`src/core/tpc_defs.svh`:
```
// Register indices, field positions, codes and reset values of the timer core
`ifndef TPC_DEFS_SVH
`define TPC_DEFS_SVH

`define TPC_IDX_GSC     3'h0
`define TPC_IDX_CNTH    3'h1
`define TPC_IDX_CNTL    3'h2
`define TPC_IDX_MODH    3'h3
`define TPC_IDX_MODL    3'h4
`define TPC_IDX_CSC     3'h5
`define TPC_IDX_CVH     3'h6
`define TPC_IDX_CVL     3'h7

`define TPC_BIT_FLAG    7
`define TPC_BIT_IE      6
`define TPC_BIT_CPWM    5
`define TPC_BIT_MSB     5
`define TPC_BIT_MSA     4
`define TPC_CLKS_HI     4
`define TPC_CLKS_LO     3
`define TPC_PS_HI       2
`define TPC_ELS_HI      3
`define TPC_ELS_LO      2

`define TPC_CLKS_OFF    2'h0
`define TPC_CLKS_BUS    2'h1
`define TPC_CLKS_FIX    2'h2
`define TPC_CLKS_EXT    2'h3

`define TPC_ELS_OFF     2'h0
`define TPC_ELS_RISE    2'h1
`define TPC_ELS_FALL    2'h2
`define TPC_ELS_BOTH    2'h3

`define TPC_RESP_OKAY   2'h0
`define TPC_RESP_SLVERR 2'h2

`define TPC_MOD_RST     16'h0000
`define TPC_CNT_FULL    16'hffff
`define TPC_CNT_ZERO    16'h0000

`endif

```
`src/core/tpc_pkg.sv`:
```
// Types shared by the timer core files
package tpc_pkg;

    typedef enum logic [1:0] {
        tpc_mode_ic,
        tpc_mode_oc,
        tpc_mode_epwm,
        tpc_mode_cpwm
    } tpc_mode_t;

    typedef struct packed {
        logic [1:0] meta;
        logic [1:0] sync;
        logic [1:0] prev;
    } tpc_sync_t;

    typedef struct packed {
        logic        aw_have;
        logic        aw_bad;
        logic [2:0]  aw_idx;
        logic        w_have;
        logic [7:0]  w_data;
        logic        w_lane;
        logic        bvalid;
        logic [1:0]  bresp;
        logic        rvalid;
        logic [1:0]  rresp;
        logic [7:0]  rdata;
        logic        counter_overflow_flag;
        logic        tof_arm;
        logic        overflow_irq_enable;
        logic        center_aligned_select;
        logic [1:0]  clks;
        logic [2:0]  ps;
        logic [6:0]  pre;
        logic [15:0] cnt;
        logic        down;
        logic [15:0] cbuf;
        logic        clat;
        logic        clat_hi;
        logic [15:0] mod;
        logic        mod_pend;
        logic        mod_hi;
        logic        chf;
        logic        chf_arm;
        logic        chie;
        logic        msb;
        logic        msa;
        logic [1:0]  els;
        logic [15:0] chval;
        logic        pin_prev;
        logic        pin_out;
    } tpc_state_t;

endpackage

```
`src/core/tpc_clk_sync.sv`:
```
// Synchronizer and rising-edge detector for the fixed and external clocks
`timescale 1ns/10ps
module tpc_clk_sync
    import tpc_pkg::*;
(
    input  logic aclk,
    input  logic aresetn,
    input  logic ext_clk_in,
    input  logic fixed_clk_in,
    output logic ext_tick,
    output logic fixed_tick
);
    tpc_sync_t r_reg;
    tpc_sync_t r_next;

    // Source must stay below half of aclk or edges are lost
    always_comb begin
        r_next      = r_reg;
        r_next.meta = {ext_clk_in, fixed_clk_in};
        r_next.sync = r_reg.meta;
        r_next.prev = r_reg.sync;
    end

    always_ff @(posedge aclk) begin
        if (!aresetn) begin
            r_reg <= '0;
        end else begin
            r_reg <= r_next;
        end
    end

    assign ext_tick   = r_reg.sync[1] & ~r_reg.prev[1];
    assign fixed_tick = r_reg.sync[0] & ~r_reg.prev[0];

    property p_tick_single;
        @(posedge aclk) disable iff (!aresetn)
        ext_tick |=> !ext_tick;
    endproperty
    a_tick_single: assert property (p_tick_single) else $error("ext tick longer than one cycle");
endmodule

```
`src/core/tpc_core.sv`:
```
// Timer core: counter, prescaler, modulo, one channel, AXI4-Lite registers
// Contract
// - Clock source field picks prescaler input
// - Prescaler divides by two to the field
// - Counter byte read latches both bytes
// - Reset or counter/global writes release latch
// - Counter not writable as storage; resets zero
// - Debug freezes counter and read latch
// - At modulo wrap or turn; set overflow
// - Half-written modulo inhibits overflow flag
// - Modulo resets zero meaning free running
// - Capture edge sets channel flag
// - Compare match sets flag in OC/EPWM
// - Center PWM matches up and down flag
// - Channel request is flag and enable
// - Flag cleared by read then zero write
// - New event cancels pending clear
// - Writing one keeps flag; reset clears
// - Mode B selects edge-aligned PWM
// - Mode A selects capture or compare
// - Edge/level 0:0 releases the pin
// - Capture edge codes rise, fall, both
// - Compare codes none, toggle, clear, set
// - PWM polarity from edge/level code
// - Overflow flag read-then-zero clear
`timescale 1ns/10ps
`include "tpc_defs.svh"
module tpc_core
    import tpc_pkg::*;
#(
    parameter int ADDR_W = 12
) (
    input  logic              aclk,
    input  logic              aresetn,
    input  logic [ADDR_W-1:0] awaddr,
    input  logic [2:0]        awprot,
    input  logic              awvalid,
    output logic              awready,
    input  logic [31:0]       wdata,
    input  logic [3:0]        wstrb,
    input  logic              wvalid,
    output logic              wready,
    output logic [1:0]        bresp,
    output logic              bvalid,
    input  logic              bready,
    input  logic [ADDR_W-1:0] araddr,
    input  logic [2:0]        arprot,
    input  logic              arvalid,
    output logic              arready,
    output logic [31:0]       rdata,
    output logic [1:0]        rresp,
    output logic              rvalid,
    input  logic              rready,
    input  logic              bgnd_active,
    input  logic              ext_clk_in,
    input  logic              fixed_clk_in,
    input  logic              ch_pin_in,
    output logic              ch_pin_out,
    output logic              ch_pin_oe,
    output logic              ch_irq,
    output logic              ovf_irq
);
    tpc_state_t  r;
    tpc_state_t  n;
    tpc_mode_t   mode;
    logic        ext_tick;
    logic        fixed_tick;
    logic        src_on;
    logic        src_tick;
    logic [6:0]  pmask;
    logic        tmr_tick;
    logic [15:0] term;
    logic [15:0] cnt_nx;
    logic        down_nx;
    logic        ovf_evt;
    logic        match_evt;
    logic        ic_hit;
    logic        ch_evt;
    logic        wr_fire;
    logic        wr_en;
    logic        rd_fire;
    logic        rd_bad;
    logic [2:0]  rd_idx;
    logic        rd_hi;

    function automatic logic [3:0] tpc_decode(input logic [ADDR_W-1:0] a);
        tpc_decode = {|a[ADDR_W-1:5], a[4:2]};
    endfunction

    function automatic tpc_mode_t tpc_mode(input logic cp, input logic mb, input logic ma);
        if (cp) begin
            tpc_mode = tpc_mode_cpwm;
        end else if (mb) begin
            tpc_mode = tpc_mode_epwm;
        end else if (ma) begin
            tpc_mode = tpc_mode_oc;
        end else begin
            tpc_mode = tpc_mode_ic;
        end
    endfunction

    tpc_clk_sync u_sync (
        .aclk         (aclk),
        .aresetn      (aresetn),
        .ext_clk_in   (ext_clk_in),
        .fixed_clk_in (fixed_clk_in),
        .ext_tick     (ext_tick),
        .fixed_tick   (fixed_tick)
    );

    assign mode      = tpc_mode(r.center_aligned_select, r.msb, r.msa);
    assign awready   = !r.aw_have;
    assign wready    = !r.w_have;
    assign arready   = !r.rvalid;
    assign bvalid    = r.bvalid;
    assign bresp     = r.bresp;
    assign rvalid    = r.rvalid;
    assign rresp     = r.rresp;
    assign rdata     = {24'h000000, r.rdata};
    assign wr_fire   = r.aw_have && r.w_have && !r.bvalid;
    assign wr_en     = wr_fire && !r.aw_bad && r.w_lane;
    assign rd_fire   = arvalid && !r.rvalid;
    assign {rd_bad, rd_idx} = tpc_decode(araddr);
    assign rd_hi     = (rd_idx == `TPC_IDX_CNTH);
    assign ch_irq    = r.chf & r.chie;
    assign ovf_irq   = r.counter_overflow_flag & r.overflow_irq_enable;
    // Pin belongs to the timer only in output-type modes with a code set
    assign ch_pin_oe = (r.els != `TPC_ELS_OFF) && (mode != tpc_mode_ic);
    assign ch_pin_out = r.pin_out;

    // Clock source and prescaler; debug stops every tick
    always_comb begin
        unique case (r.clks)
            `TPC_CLKS_OFF: src_on = 1'b0;
            `TPC_CLKS_BUS: src_on = 1'b1;
            `TPC_CLKS_FIX: src_on = fixed_tick;
            `TPC_CLKS_EXT: src_on = ext_tick;
        endcase
        src_tick = src_on && !bgnd_active;
        pmask    = 7'((8'h01 << r.ps) - 8'h01);
        tmr_tick = src_tick && ((r.pre & pmask) == pmask);
    end

    // Counter step and channel events
    always_comb begin
        term    = (r.mod == `TPC_MOD_RST) ? `TPC_CNT_FULL : r.mod;
        cnt_nx  = r.cnt + 16'h0001;
        down_nx = r.down;
        ovf_evt = 1'b0;
        if (r.center_aligned_select) begin
            if (r.down) begin
                if (r.cnt == `TPC_CNT_ZERO) begin
                    down_nx = 1'b0;
                end else begin
                    cnt_nx = r.cnt - 16'h0001;
                end
            end else if (r.cnt == term) begin
                down_nx = 1'b1;
                cnt_nx  = r.cnt - 16'h0001;
                ovf_evt = tmr_tick;
            end
        end else if (r.cnt == term) begin
            cnt_nx  = `TPC_CNT_ZERO;
            ovf_evt = tmr_tick;
        end
        match_evt = tmr_tick && (cnt_nx == r.chval);
        unique case (r.els)
            `TPC_ELS_OFF:  ic_hit = 1'b0;
            `TPC_ELS_RISE: ic_hit = ch_pin_in & ~r.pin_prev;
            `TPC_ELS_FALL: ic_hit = ~ch_pin_in & r.pin_prev;
            `TPC_ELS_BOTH: ic_hit = ch_pin_in ^ r.pin_prev;
        endcase
        // Both directions count in center mode, so match fires twice
        ch_evt = (mode == tpc_mode_ic) ? ic_hit : match_evt;
    end

    always_comb begin
        n          = r;
        n.pin_prev = ch_pin_in;
        if (src_tick) begin
            n.pre = r.pre + 7'h01;
        end
        if (tmr_tick) begin
            n.cnt  = cnt_nx;
            n.down = down_nx;
        end
        if (awvalid && !r.aw_have) begin
            n.aw_have = 1'b1;
            {n.aw_bad, n.aw_idx} = tpc_decode(awaddr);
        end
        if (wvalid && !r.w_have) begin
            n.w_have = 1'b1;
            n.w_data = wdata[7:0];
            n.w_lane = wstrb[0];
        end
        if (r.bvalid && bready) begin
            n.bvalid = 1'b0;
        end
        if (r.rvalid && rready) begin
            n.rvalid = 1'b0;
        end
        if (wr_fire) begin
            n.aw_have = 1'b0;
            n.w_have  = 1'b0;
            n.bvalid  = 1'b1;
            n.bresp   = r.aw_bad ? `TPC_RESP_SLVERR : `TPC_RESP_OKAY;
        end
        if (wr_en) begin
            unique case (r.aw_idx)
                `TPC_IDX_GSC: begin
                    n.overflow_irq_enable  = r.w_data[`TPC_BIT_IE];
                    n.center_aligned_select = r.w_data[`TPC_BIT_CPWM];
                    n.clks  = r.w_data[`TPC_CLKS_HI:`TPC_CLKS_LO];
                    n.ps    = r.w_data[`TPC_PS_HI:0];
                    n.clat  = 1'b0;
                    n.tof_arm = 1'b0;
                    if (!r.w_data[`TPC_BIT_FLAG] && r.tof_arm) begin
                        n.counter_overflow_flag = 1'b0;
                    end
                end
                `TPC_IDX_CNTH, `TPC_IDX_CNTL: begin
                    // Any write restarts the count instead of storing data
                    n.cnt  = `TPC_CNT_ZERO;
                    n.pre  = 7'h00;
                    n.down = 1'b0;
                    n.clat = 1'b0;
                end
                `TPC_IDX_MODH, `TPC_IDX_MODL: begin
                    if (r.aw_idx == `TPC_IDX_MODH) begin
                        n.mod[15:8] = r.w_data;
                    end else begin
                        n.mod[7:0] = r.w_data;
                    end
                    // Pair closes only when the opposite byte arrives
                    if (r.mod_pend && (r.mod_hi != (r.aw_idx == `TPC_IDX_MODH))) begin
                        n.mod_pend = 1'b0;
                    end else begin
                        n.mod_pend = 1'b1;
                        n.mod_hi   = (r.aw_idx == `TPC_IDX_MODH);
                    end
                end
                `TPC_IDX_CSC: begin
                    n.chie    = r.w_data[`TPC_BIT_IE];
                    n.msb     = r.w_data[`TPC_BIT_MSB];
                    n.msa     = r.w_data[`TPC_BIT_MSA];
                    n.els     = r.w_data[`TPC_ELS_HI:`TPC_ELS_LO];
                    n.chf_arm = 1'b0;
                    if (!r.w_data[`TPC_BIT_FLAG] && r.chf_arm) begin
                        n.chf = 1'b0;
                    end
                end
                `TPC_IDX_CVH: n.chval[15:8] = r.w_data;
                `TPC_IDX_CVL: n.chval[7:0]  = r.w_data;
            endcase
        end
        if (rd_fire) begin
            n.rvalid = 1'b1;
            n.rresp  = rd_bad ? `TPC_RESP_SLVERR : `TPC_RESP_OKAY;
            n.rdata  = 8'h00;
            if (!rd_bad) begin
                unique case (rd_idx)
                    `TPC_IDX_GSC: begin
                        n.rdata = {r.counter_overflow_flag, r.overflow_irq_enable, r.center_aligned_select, r.clks, r.ps};
                        if (r.counter_overflow_flag) begin
                            n.tof_arm = 1'b1;
                        end
                    end
                    `TPC_IDX_CNTH, `TPC_IDX_CNTL: begin
                        if (r.clat) begin
                            n.rdata = rd_hi ? r.cbuf[15:8] : r.cbuf[7:0];
                        end else begin
                            n.rdata = rd_hi ? r.cnt[15:8] : r.cnt[7:0];
                        end
                        // Latch state is left alone while debug holds the core
                        if (!bgnd_active) begin
                            if (!r.clat) begin
                                n.cbuf    = r.cnt;
                                n.clat    = 1'b1;
                                n.clat_hi = rd_hi;
                            end else if (r.clat_hi != rd_hi) begin
                                n.clat = 1'b0;
                            end
                        end
                    end
                    `TPC_IDX_MODH: n.rdata = r.mod[15:8];
                    `TPC_IDX_MODL: n.rdata = r.mod[7:0];
                    `TPC_IDX_CSC: begin
                        n.rdata = {r.chf, r.chie, r.msb, r.msa, r.els, 2'h0};
                        if (r.chf) begin
                            n.chf_arm = 1'b1;
                        end
                    end
                    `TPC_IDX_CVH: n.rdata = r.chval[15:8];
                    `TPC_IDX_CVL: n.rdata = r.chval[7:0];
                endcase
            end
        end
        // Events come last so a set beats a clear in the same cycle
        if (ovf_evt && !r.mod_pend) begin
            n.counter_overflow_flag     = 1'b1;
            n.tof_arm = 1'b0;
        end
        if (ch_evt) begin
            n.chf     = 1'b1;
            n.chf_arm = 1'b0;
            if (mode == tpc_mode_ic) begin
                n.chval = r.cnt;
            end
        end
        if (r.els != `TPC_ELS_OFF) begin
            if (ovf_evt && mode == tpc_mode_epwm) begin
                n.pin_out = ~r.els[0];
            end
            if (match_evt) begin
                unique case (mode)
                    tpc_mode_ic: n.pin_out = r.pin_out;
                    tpc_mode_oc: begin
                        unique case (r.els)
                            `TPC_ELS_RISE: n.pin_out = ~r.pin_out;
                            `TPC_ELS_FALL: n.pin_out = 1'b0;
                            `TPC_ELS_BOTH: n.pin_out = 1'b1;
                            `TPC_ELS_OFF:  n.pin_out = r.pin_out;
                        endcase
                    end
                    tpc_mode_epwm: n.pin_out = r.els[0];
                    tpc_mode_cpwm: n.pin_out = down_nx ? ~r.els[0] : r.els[0];
                endcase
            end
        end
    end

    // All-zero reset: counter, modulo, flags and enables clear
    always_ff @(posedge aclk) begin
        if (!aresetn) begin
            r <= '0;
        end else begin
            r <= n;
        end
    end

    property p_clk_off;
        @(posedge aclk) disable iff (!aresetn)
        (r.clks == `TPC_CLKS_OFF && !wr_fire) |=> $stable(r.cnt);
    endproperty
    a_clk_off: assert property (p_clk_off) else $error("counter moved with no clock source");

    property p_div;
        @(posedge aclk) disable iff (!aresetn)
        (tmr_tick && r.ps != 3'h0 && !wr_fire) |=> !tmr_tick;
    endproperty
    a_div: assert property (p_div) else $error("prescaled tick on consecutive cycles");

    property p_latch;
        @(posedge aclk) disable iff (!aresetn)
        (rd_fire && !rd_bad && (rd_hi || rd_idx == `TPC_IDX_CNTL) && !r.clat && !bgnd_active)
        |=> (r.clat && r.cbuf == $past(r.cnt));
    endproperty
    a_latch: assert property (p_latch) else $error("counter read did not latch both bytes");

    property p_cnt_wr;
        @(posedge aclk) disable iff (!aresetn)
        (wr_en && (r.aw_idx == `TPC_IDX_CNTH || r.aw_idx == `TPC_IDX_CNTL)) |=> (!r.clat && r.cnt == 16'h0000);
    endproperty
    a_cnt_wr: assert property (p_cnt_wr) else $error("counter write did not release latch");

    property p_bgnd;
        @(posedge aclk) disable iff (!aresetn)
        (bgnd_active && !wr_fire) |=> ($stable(r.cnt) && $stable(r.clat));
    endproperty
    a_bgnd: assert property (p_bgnd) else $error("debug did not freeze counter");

    property p_wrap;
        @(posedge aclk) disable iff (!aresetn)
        (tmr_tick && !r.center_aligned_select && r.cnt == term && !wr_fire) |=> (r.cnt == 16'h0000);
    endproperty
    a_wrap: assert property (p_wrap) else $error("counter did not restart at terminal");

    property p_mod_pend;
        @(posedge aclk) disable iff (!aresetn)
        (r.mod_pend && !r.counter_overflow_flag) |=> !r.counter_overflow_flag;
    endproperty
    a_mod_pend: assert property (p_mod_pend) else $error("overflow set with modulo half written");

    property p_set_wins;
        @(posedge aclk) disable iff (!aresetn)
        (r.chf_arm && ch_evt) |=> (r.chf && !r.chf_arm);
    endproperty
    a_set_wins: assert property (p_set_wins) else $error("event lost during clear sequence");

    property p_one_keeps;
        @(posedge aclk) disable iff (!aresetn)
        (wr_en && r.aw_idx == `TPC_IDX_CSC && r.w_data[`TPC_BIT_FLAG] && r.chf) |=> r.chf;
    endproperty
    a_one_keeps: assert property (p_one_keeps) else $error("writing one cleared channel flag");

    property p_gpio;
        @(posedge aclk) disable iff (!aresetn)
        (r.els == `TPC_ELS_OFF) |-> !ch_pin_oe;
    endproperty
    a_gpio: assert property (p_gpio) else $error("pin driven with edge/level off");
endmodule

```
`config.mk`:
```
export PLATFORM = sky130hd
export DESIGN_NAME = tpc_core
export DESIGN_NICKNAME = d
export VERILOG_FILES = /design/src/core/tpc_pkg.sv /design/src/core/tpc_clk_sync.sv /design/src/core/tpc_core.sv
export VERILOG_INCLUDE_DIRS = /design/src /design/src/core
export SDC_FILE = /design/constraint.sdc
export NUM_CORES = 1
export LEC_CHECK = 0
export BUFFER_PORTS_ARGS = -buffer_cell sky130_fd_sc_hd__buf_2
export CAP_MARGIN = 0
export CORE_UTILIZATION = 25
export CTS_CLUSTER_DIAMETER = 120
export DETAILED_ROUTE_END_ITERATION = 10
export SYNTH_ARGS = -nofsm -noshare
export SYNTH_HDL_FRONTEND = slang
export SYNTH_SLANG_ARGS = --single-unit
```
`constraint.sdc`:
```
create_clock -name aclk -period 6 [get_ports aclk]
set_input_delay 0.6 -clock aclk [delete_from_list [all_inputs] [get_ports aclk]]
set_output_delay 0.6 -clock aclk [all_outputs]
set_load 0.01 [all_outputs]
```
=== Word-level counts from Yosys, hierarchy flattened ===
Index checks and enable logic that the tools add are counted.
W data, S select, Z words.

* Register bits after elaboration: 129
* Input port bits: 77
* Output and inout port bits: 45

* Add/subtract/negate cells: 4
* Eq/ne operators: 30
* Shifts and indexed selects: 1
* Multiplexer cells: 68
* Bitwise logic cells: 20
* Reduce and logical (&&, ||, !) cells: 63

{| class="wikitable"
|+ Operators by type and width
! kind !! number
|-
| $mux W16 || 8
|-
| $pmux W8 S7 || 1
|-
| $mux W8 || 6
|-
| $mux W33 || 1
|-
| $eq A16 B16 Y1 || 2
|-
| $logic_not A16 Y1 || 2
|-
| $mux W1 || 30
|-
| $eq A3 B3 Y1 const B || 8
|-
| $mux W24 || 1
|-
| $mux W23 || 1
|-
| $reduce_bool A2 Y1 || 11
|-
| $mux W2 || 10
|-
| $logic_and A1 B1 Y1 || 18
|-
| $mux W17 || 1
|-
| $add A16 B1 Y16 const B || 1
|-
| $sub A16 B1 Y16 const B || 1
|-
| $reduce_and A3 Y1 || 5
|-
| $mux W7 || 2
|-
| $reduce_or A7 Y1 || 2
|-
| $eq A2 B2 Y1 const B || 6
|-
| $eq A3 B2 Y1 const B || 4
|-
| $not A1 Y1 || 12
|-
| $reduce_or A2 Y1 || 6
|-
| $mux W11 || 1
|-
| other kinds (23) || 46
|}

=== Logic depth before layout (Yosys ltp) ===
* Depth after elaboration: 14
* Gate-level depth with buffers: 17
* Mapped depth without buffers: 15

=== Modules after synthesis ===
From an unflattened synthesis, not the netlist that was laid out.

* Cells, all modules: 992
* Area total of the unflattened synthesis: 7902.6 µm²

{| class="wikitable"
|+ Modules (own cells, without submodules)
! module !! times used !! cells an instance !! area an instance (µm²) !! seq. area each (µm²)
|-
| tpc_core || 1 || 978 || 7732.4 || 2422.3
|-
| tpc_clk_sync || 1 || 14 || 170.2 || 120.1
|}

=== Worst setup path before layout ===
Ideal clock, no wire load.

* Path type: register to register
* From: reg r[36] (netlist name)
* To: reg r, in the netlist ch_pin_out
* Setup time: 79 ps
* Arrival time: 3619 ps
* Required time: 5921 ps
* Slack: 2301 ps
* Cell stages (with the launch flop): 16
* Period minus slack after synthesis: 3699 ps
* Cell sequence: dfxtp_1 > nor4_2 > buf_6 > a41oi_1 > xnor2_1 > nor4_1 > and4_4 > buf_6 > o211ai_1 > a32oi_1 > a21oi_2 > xnor2_1 > a2111oi_2 > nand4_1 > mux2_2 > a211oi_2

* Cells in the longest elaborated chain, start to end: 10

{| class="wikitable"
|+ RTL lines
! item !! RTL line !! source
|-
| start, declared || tpc_core.sv:63 || <nowiki>tpc_state_t r;</nowiki>
|-
| start signal, assigned || tpc_core.sv:337 || <nowiki>r <= n;</nowiki>
|-
| $logic_not A16 Y1 (no line) || - ||
|-
| $mux W16 (*) || tpc_core.sv:146 || <nowiki>term = (r.mod == `TPC_MOD_RST) ? `TPC_CNT_FULL : r.mod;</nowiki>
|-
| $eq A16 B16 Y1 (*) || tpc_core.sv:157, tpc_core.sv:162 ||
|-
| $mux W16 || tpc_core.sv:157 || <nowiki>end else if (r.cnt == term) begin</nowiki>
|-
| $mux W16 || tpc_core.sv:151 || <nowiki>if (r.down) begin</nowiki>
|-
| $mux W16 || tpc_core.sv:150 || <nowiki>if (r.center_aligned_select) begin</nowiki>
|-
| $eq A16 B16 Y1 || tpc_core.sv:166 || <nowiki>match_evt = tmr_tick && (cnt_nx == r.chval);</nowiki>
|-
| $logic_and A1 B1 Y1 || tpc_core.sv:166 ||
|-
| $ne A3 B3 Y1 (no line) (tied with other cells) || - ||
|-
| $reduce_and A4 Y1 (no line) || - ||
|}

Every way passes the cells marked *; elsewhere a longest branch is shown, timed or not.
A chain may end at the register's enable or synchronous reset.

=== Worst setup path in the final report ===
* From: reg r[62] (netlist name)
* To: reg r, in the netlist ch_pin_out

* Cells in the longest elaborated chain, start to end: 8

{| class="wikitable"
|+ RTL lines
! item !! RTL line !! source
|-
| $add A16 B1 Y16 (tied with other cells) || tpc_core.sv:147 || <nowiki>cnt_nx = r.cnt + 16'h0001;</nowiki>
|-
| $mux W16 (on tied branches) || tpc_core.sv:157, tpc_core.sv:152 ||
|-
| $mux W16 || tpc_core.sv:151 ||
|-
| $mux W16 || tpc_core.sv:150 ||
|-
| $eq A16 B16 Y1 || tpc_core.sv:166 ||
|-
| $logic_and A1 B1 Y1 || tpc_core.sv:166 ||
|-
| $ne A3 B3 Y1 (no line) (tied with other cells) || - ||
|-
| $reduce_and A4 Y1 (no line) || - ||
|}

Several ways; a longest one is shown, not always the timed one.

==> results.cfg <==
[synth]
synth_ff_type = dfxtp_1
ys.warnings.count = 0
yosys.cell_types.count = 75
postSynthAreaPerCell_um2 = 8.31
synth.most_common_cell = nand2_1
post-synth-top-area-cell = dfxtp_1
netlist_area_um2 = 7830
synth_common_cells = nand2_1 (129), dfxtp_1 (127), nor2_1 (72), clkbuf_1 (56), mux2i_1 (49)
synth.top_cell.area_share_pct = 32.5
netlist_instances = 942
ys_seq_area_share_pct = 32.5
ys_async_sr_fraction_pct = 0
ys_seq_elements = 127
yosys-top-cells-area = dfxtp_1 (32%), mux2i_1 (6.3%), nand2_1 (6.2%)
synth_edf_count = 0

[min_path]
min_path_type = in -> reg
min_path_cells = 2
hp-start = ext_clk_in

[drt]
drt_iter0_drc = 551
drc = 0
drt_pass1_iterations = 5
antenna_left = 0
vias_per_cell = 5.02
routed_wl_mm = 22.2
wl_per_cell_um = 16.2
vias = 6867

[timing]
setup_violations = 0
maxSlewHeadroom_pct = 20.9
drv_slew = 0
fin_hold_ws_ps = 375
hold_violations = 0
clock_skew_ps = 10.4
rsz0062_at_grt = no
tightestPinTransition_ps = 1180
fin_crit_ps = 4530
max_freq_mhz = 221
tns_ps = 0
period_share_pct = 75.5

[pwr]
power_density_nw_per_um2 = 222
sequentialPowerShare_pct = 44.3
p_int_mw = 1.49
ir_worst_vdd_uv = 195
sw_frac_of_total_pct = 24.3
switching_power_uw = 476
clockPowerShare_pct = 50.7
combPwrFrac_pct = 5.0
power_leakage_nw = 3.47

[setup_path]
worstPathArrival_ps = 4880
startpoint = r[62]$_SDFF_PN0_
worst_setup_path_start_kind = register
critical_path_class = reg -> reg
cp.depth = 14
cpPeakStageDelay_ps = 470
slowest_stage = dfxtp_1
worst-path-max-fanout = 15
r2r_start = r[62]$_SDFF_PN0_
cp_top_family = simple AND/OR/NAND/NOR gates
required_ps = 6350
cp_common_cell = nand4_1
cp_cell_sequence = inv_1, ha_1, or3b_1, nor4b_4, and4_1, nand2_1, o211ai_4, a2bb2oi_1, xor2_1, nand4_1, nor4_1, nand4_1, mux2_2, a211oi_2
worstRegToRegCells = 14
end_kind = register
path_buf_inv = 1

[place]
port_buffers = 58
dpl.hpwl_mm = 15.4
placed_cell_area_um2 = 8290
gp_congestion = 0.873

[layout]
n_fill_cell = 3264
nets = 1040
syn2layout_area_growth_pct = 13.2
largest_reg_flops = 108
fin_area_um2 = 8860
drive_gt1_share_pct = 15.1

[global_route]
grtUsageTotal_pct = 14.0
grt_max_degree = 104
grt_pass1_vias = 6186
grt_pass1_wl_mm = 34.6
grt_overflow = 0
antenna_found_initial = 1

[floorplan]
rows = 64
core_area_um2 = 30700
die_h_um = 179
io_pins = 122
fp.dieArea_um2 = 32000
die_w_um = 179
initial_core_util_pct = 25.5

[clocking]
clock_tree.buffer_depth = 2
clock-sinks = 127
cts-root-buf = clkbuf_16
htree_levels = 4
ctsResizeCount = 0
cts_tree = done
cts_setup_buffers = 0
clk_pin_slew_worst_paths_ps = 60
cts_buffers = 17
clkLatencyLatePin_ps = 430
ctsHoldBuffers = 0

[run]
maxCapViolCount = 0

[run_status]
status = finished, final reports clean
-- through the flow --
stage          setup slack (ps)  util [%]  std cells  power, mW
2_1_floorplan              2300         -        967      0.960
3_3_place_gp               1630      27.0       1334      0.983
3_5_place_dp               1560      27.0       1334      0.985
4_1_cts                    1510      28.9       1366       1.97
5_1_grt                    1150      28.9       1367       2.03
6_report                   1470      28.9       1367       1.96
-- routing by layer --
| metal | routed length, um | GRT usage (%) | share of wire (%) |
|---|---|---|---|
| met1 | 10000 | 18.6 | 45 |
| met4 | 553 | 5.86 | 2.5 |
| met3 | 1450 | 2.67 | 6.5 |
| met5 | 0 | 0 | 0 |
| met2 | 10100 | 22.0 | 46 |
-- cell type report --
| class | instances | area (um^2) | area share, % |
|---|---|---|---|
| multi-input cells | 709 | 4730 | 53.4 |
| diodes | 1 | 2.50 | 0.0282 |
| flip-flops and latches | 127 | 2540 | 28.7 |
| repair buffers | 76 | 425 | 4.80 |
| inverters | 26 | 97.6 | 1.10 |
| clock inverters | 11 | 106 | 1.20 |
| clock buffers | 21 | 460 | 5.20 |
| well taps | 396 | 495 | 5.59 |
-- placed cells by master, fill, tap and decap left out, types with 9 or more instances in the layout --
cell         n
nor2b_1     43
mux4_2       9
and2_1      12
clkbuf_16   17
buf_4       18
conb_1      26
mux2i_1     49
o21ai_0     15
a21boi_0    38
a41oi_1     15
dfxtp_1    127
nor4_1      13
o211a_1     19
xnor2_1     34
nor2_1      72
nor3_1      20
buf_2       58
inv_1       26
a211oi_1    15
nand3_1     15
a21oi_1     39
nand2_1    129
xor2_1      17
-- path summary, 6_finish.rpt --
kind	to	slack, ps
min	u_sync.r_next[3]$_SDFF_PN0_	380
max	ch_pin_out$_SDFFE_PN0P_	1470
min reg2reg	u_sync.r_next[1]$_SDFF_PN0_	430
max reg2reg	ch_pin_out$_SDFFE_PN0P_	1470
-- power groups by stage --
stage | logic (mW) | registers [mW] | clock network [mW]
after floorplan | 0.0806 | 0.879 | 0
after global placement | 0.0959 | 0.887 | 0
after detailed placement | 0.0971 | 0.888 | 0
after CTS | 0.0975 | 0.869 | 1.01
after global routing | 0.109 | 0.870 | 1.05
final | 0.0972 | 0.870 | 0.996
-- kinds of logic (layout without fill, tap and decap cells) --
group           count (synthesis)  count (layout)  synth area share [%]
flops                         127             127                  32.5
mux                            66              66                  10.0
compound gates                206             206                  19.9
xor+xnor                       51              51                  5.71
fa+ha+maj                       7               7                  1.09
simple gates                  353             353                  22.3
buf+inv                       131             134                  8.46
other cells                     1              27                0.0479
No activity file was read; power rests on OpenSTA's default activity.
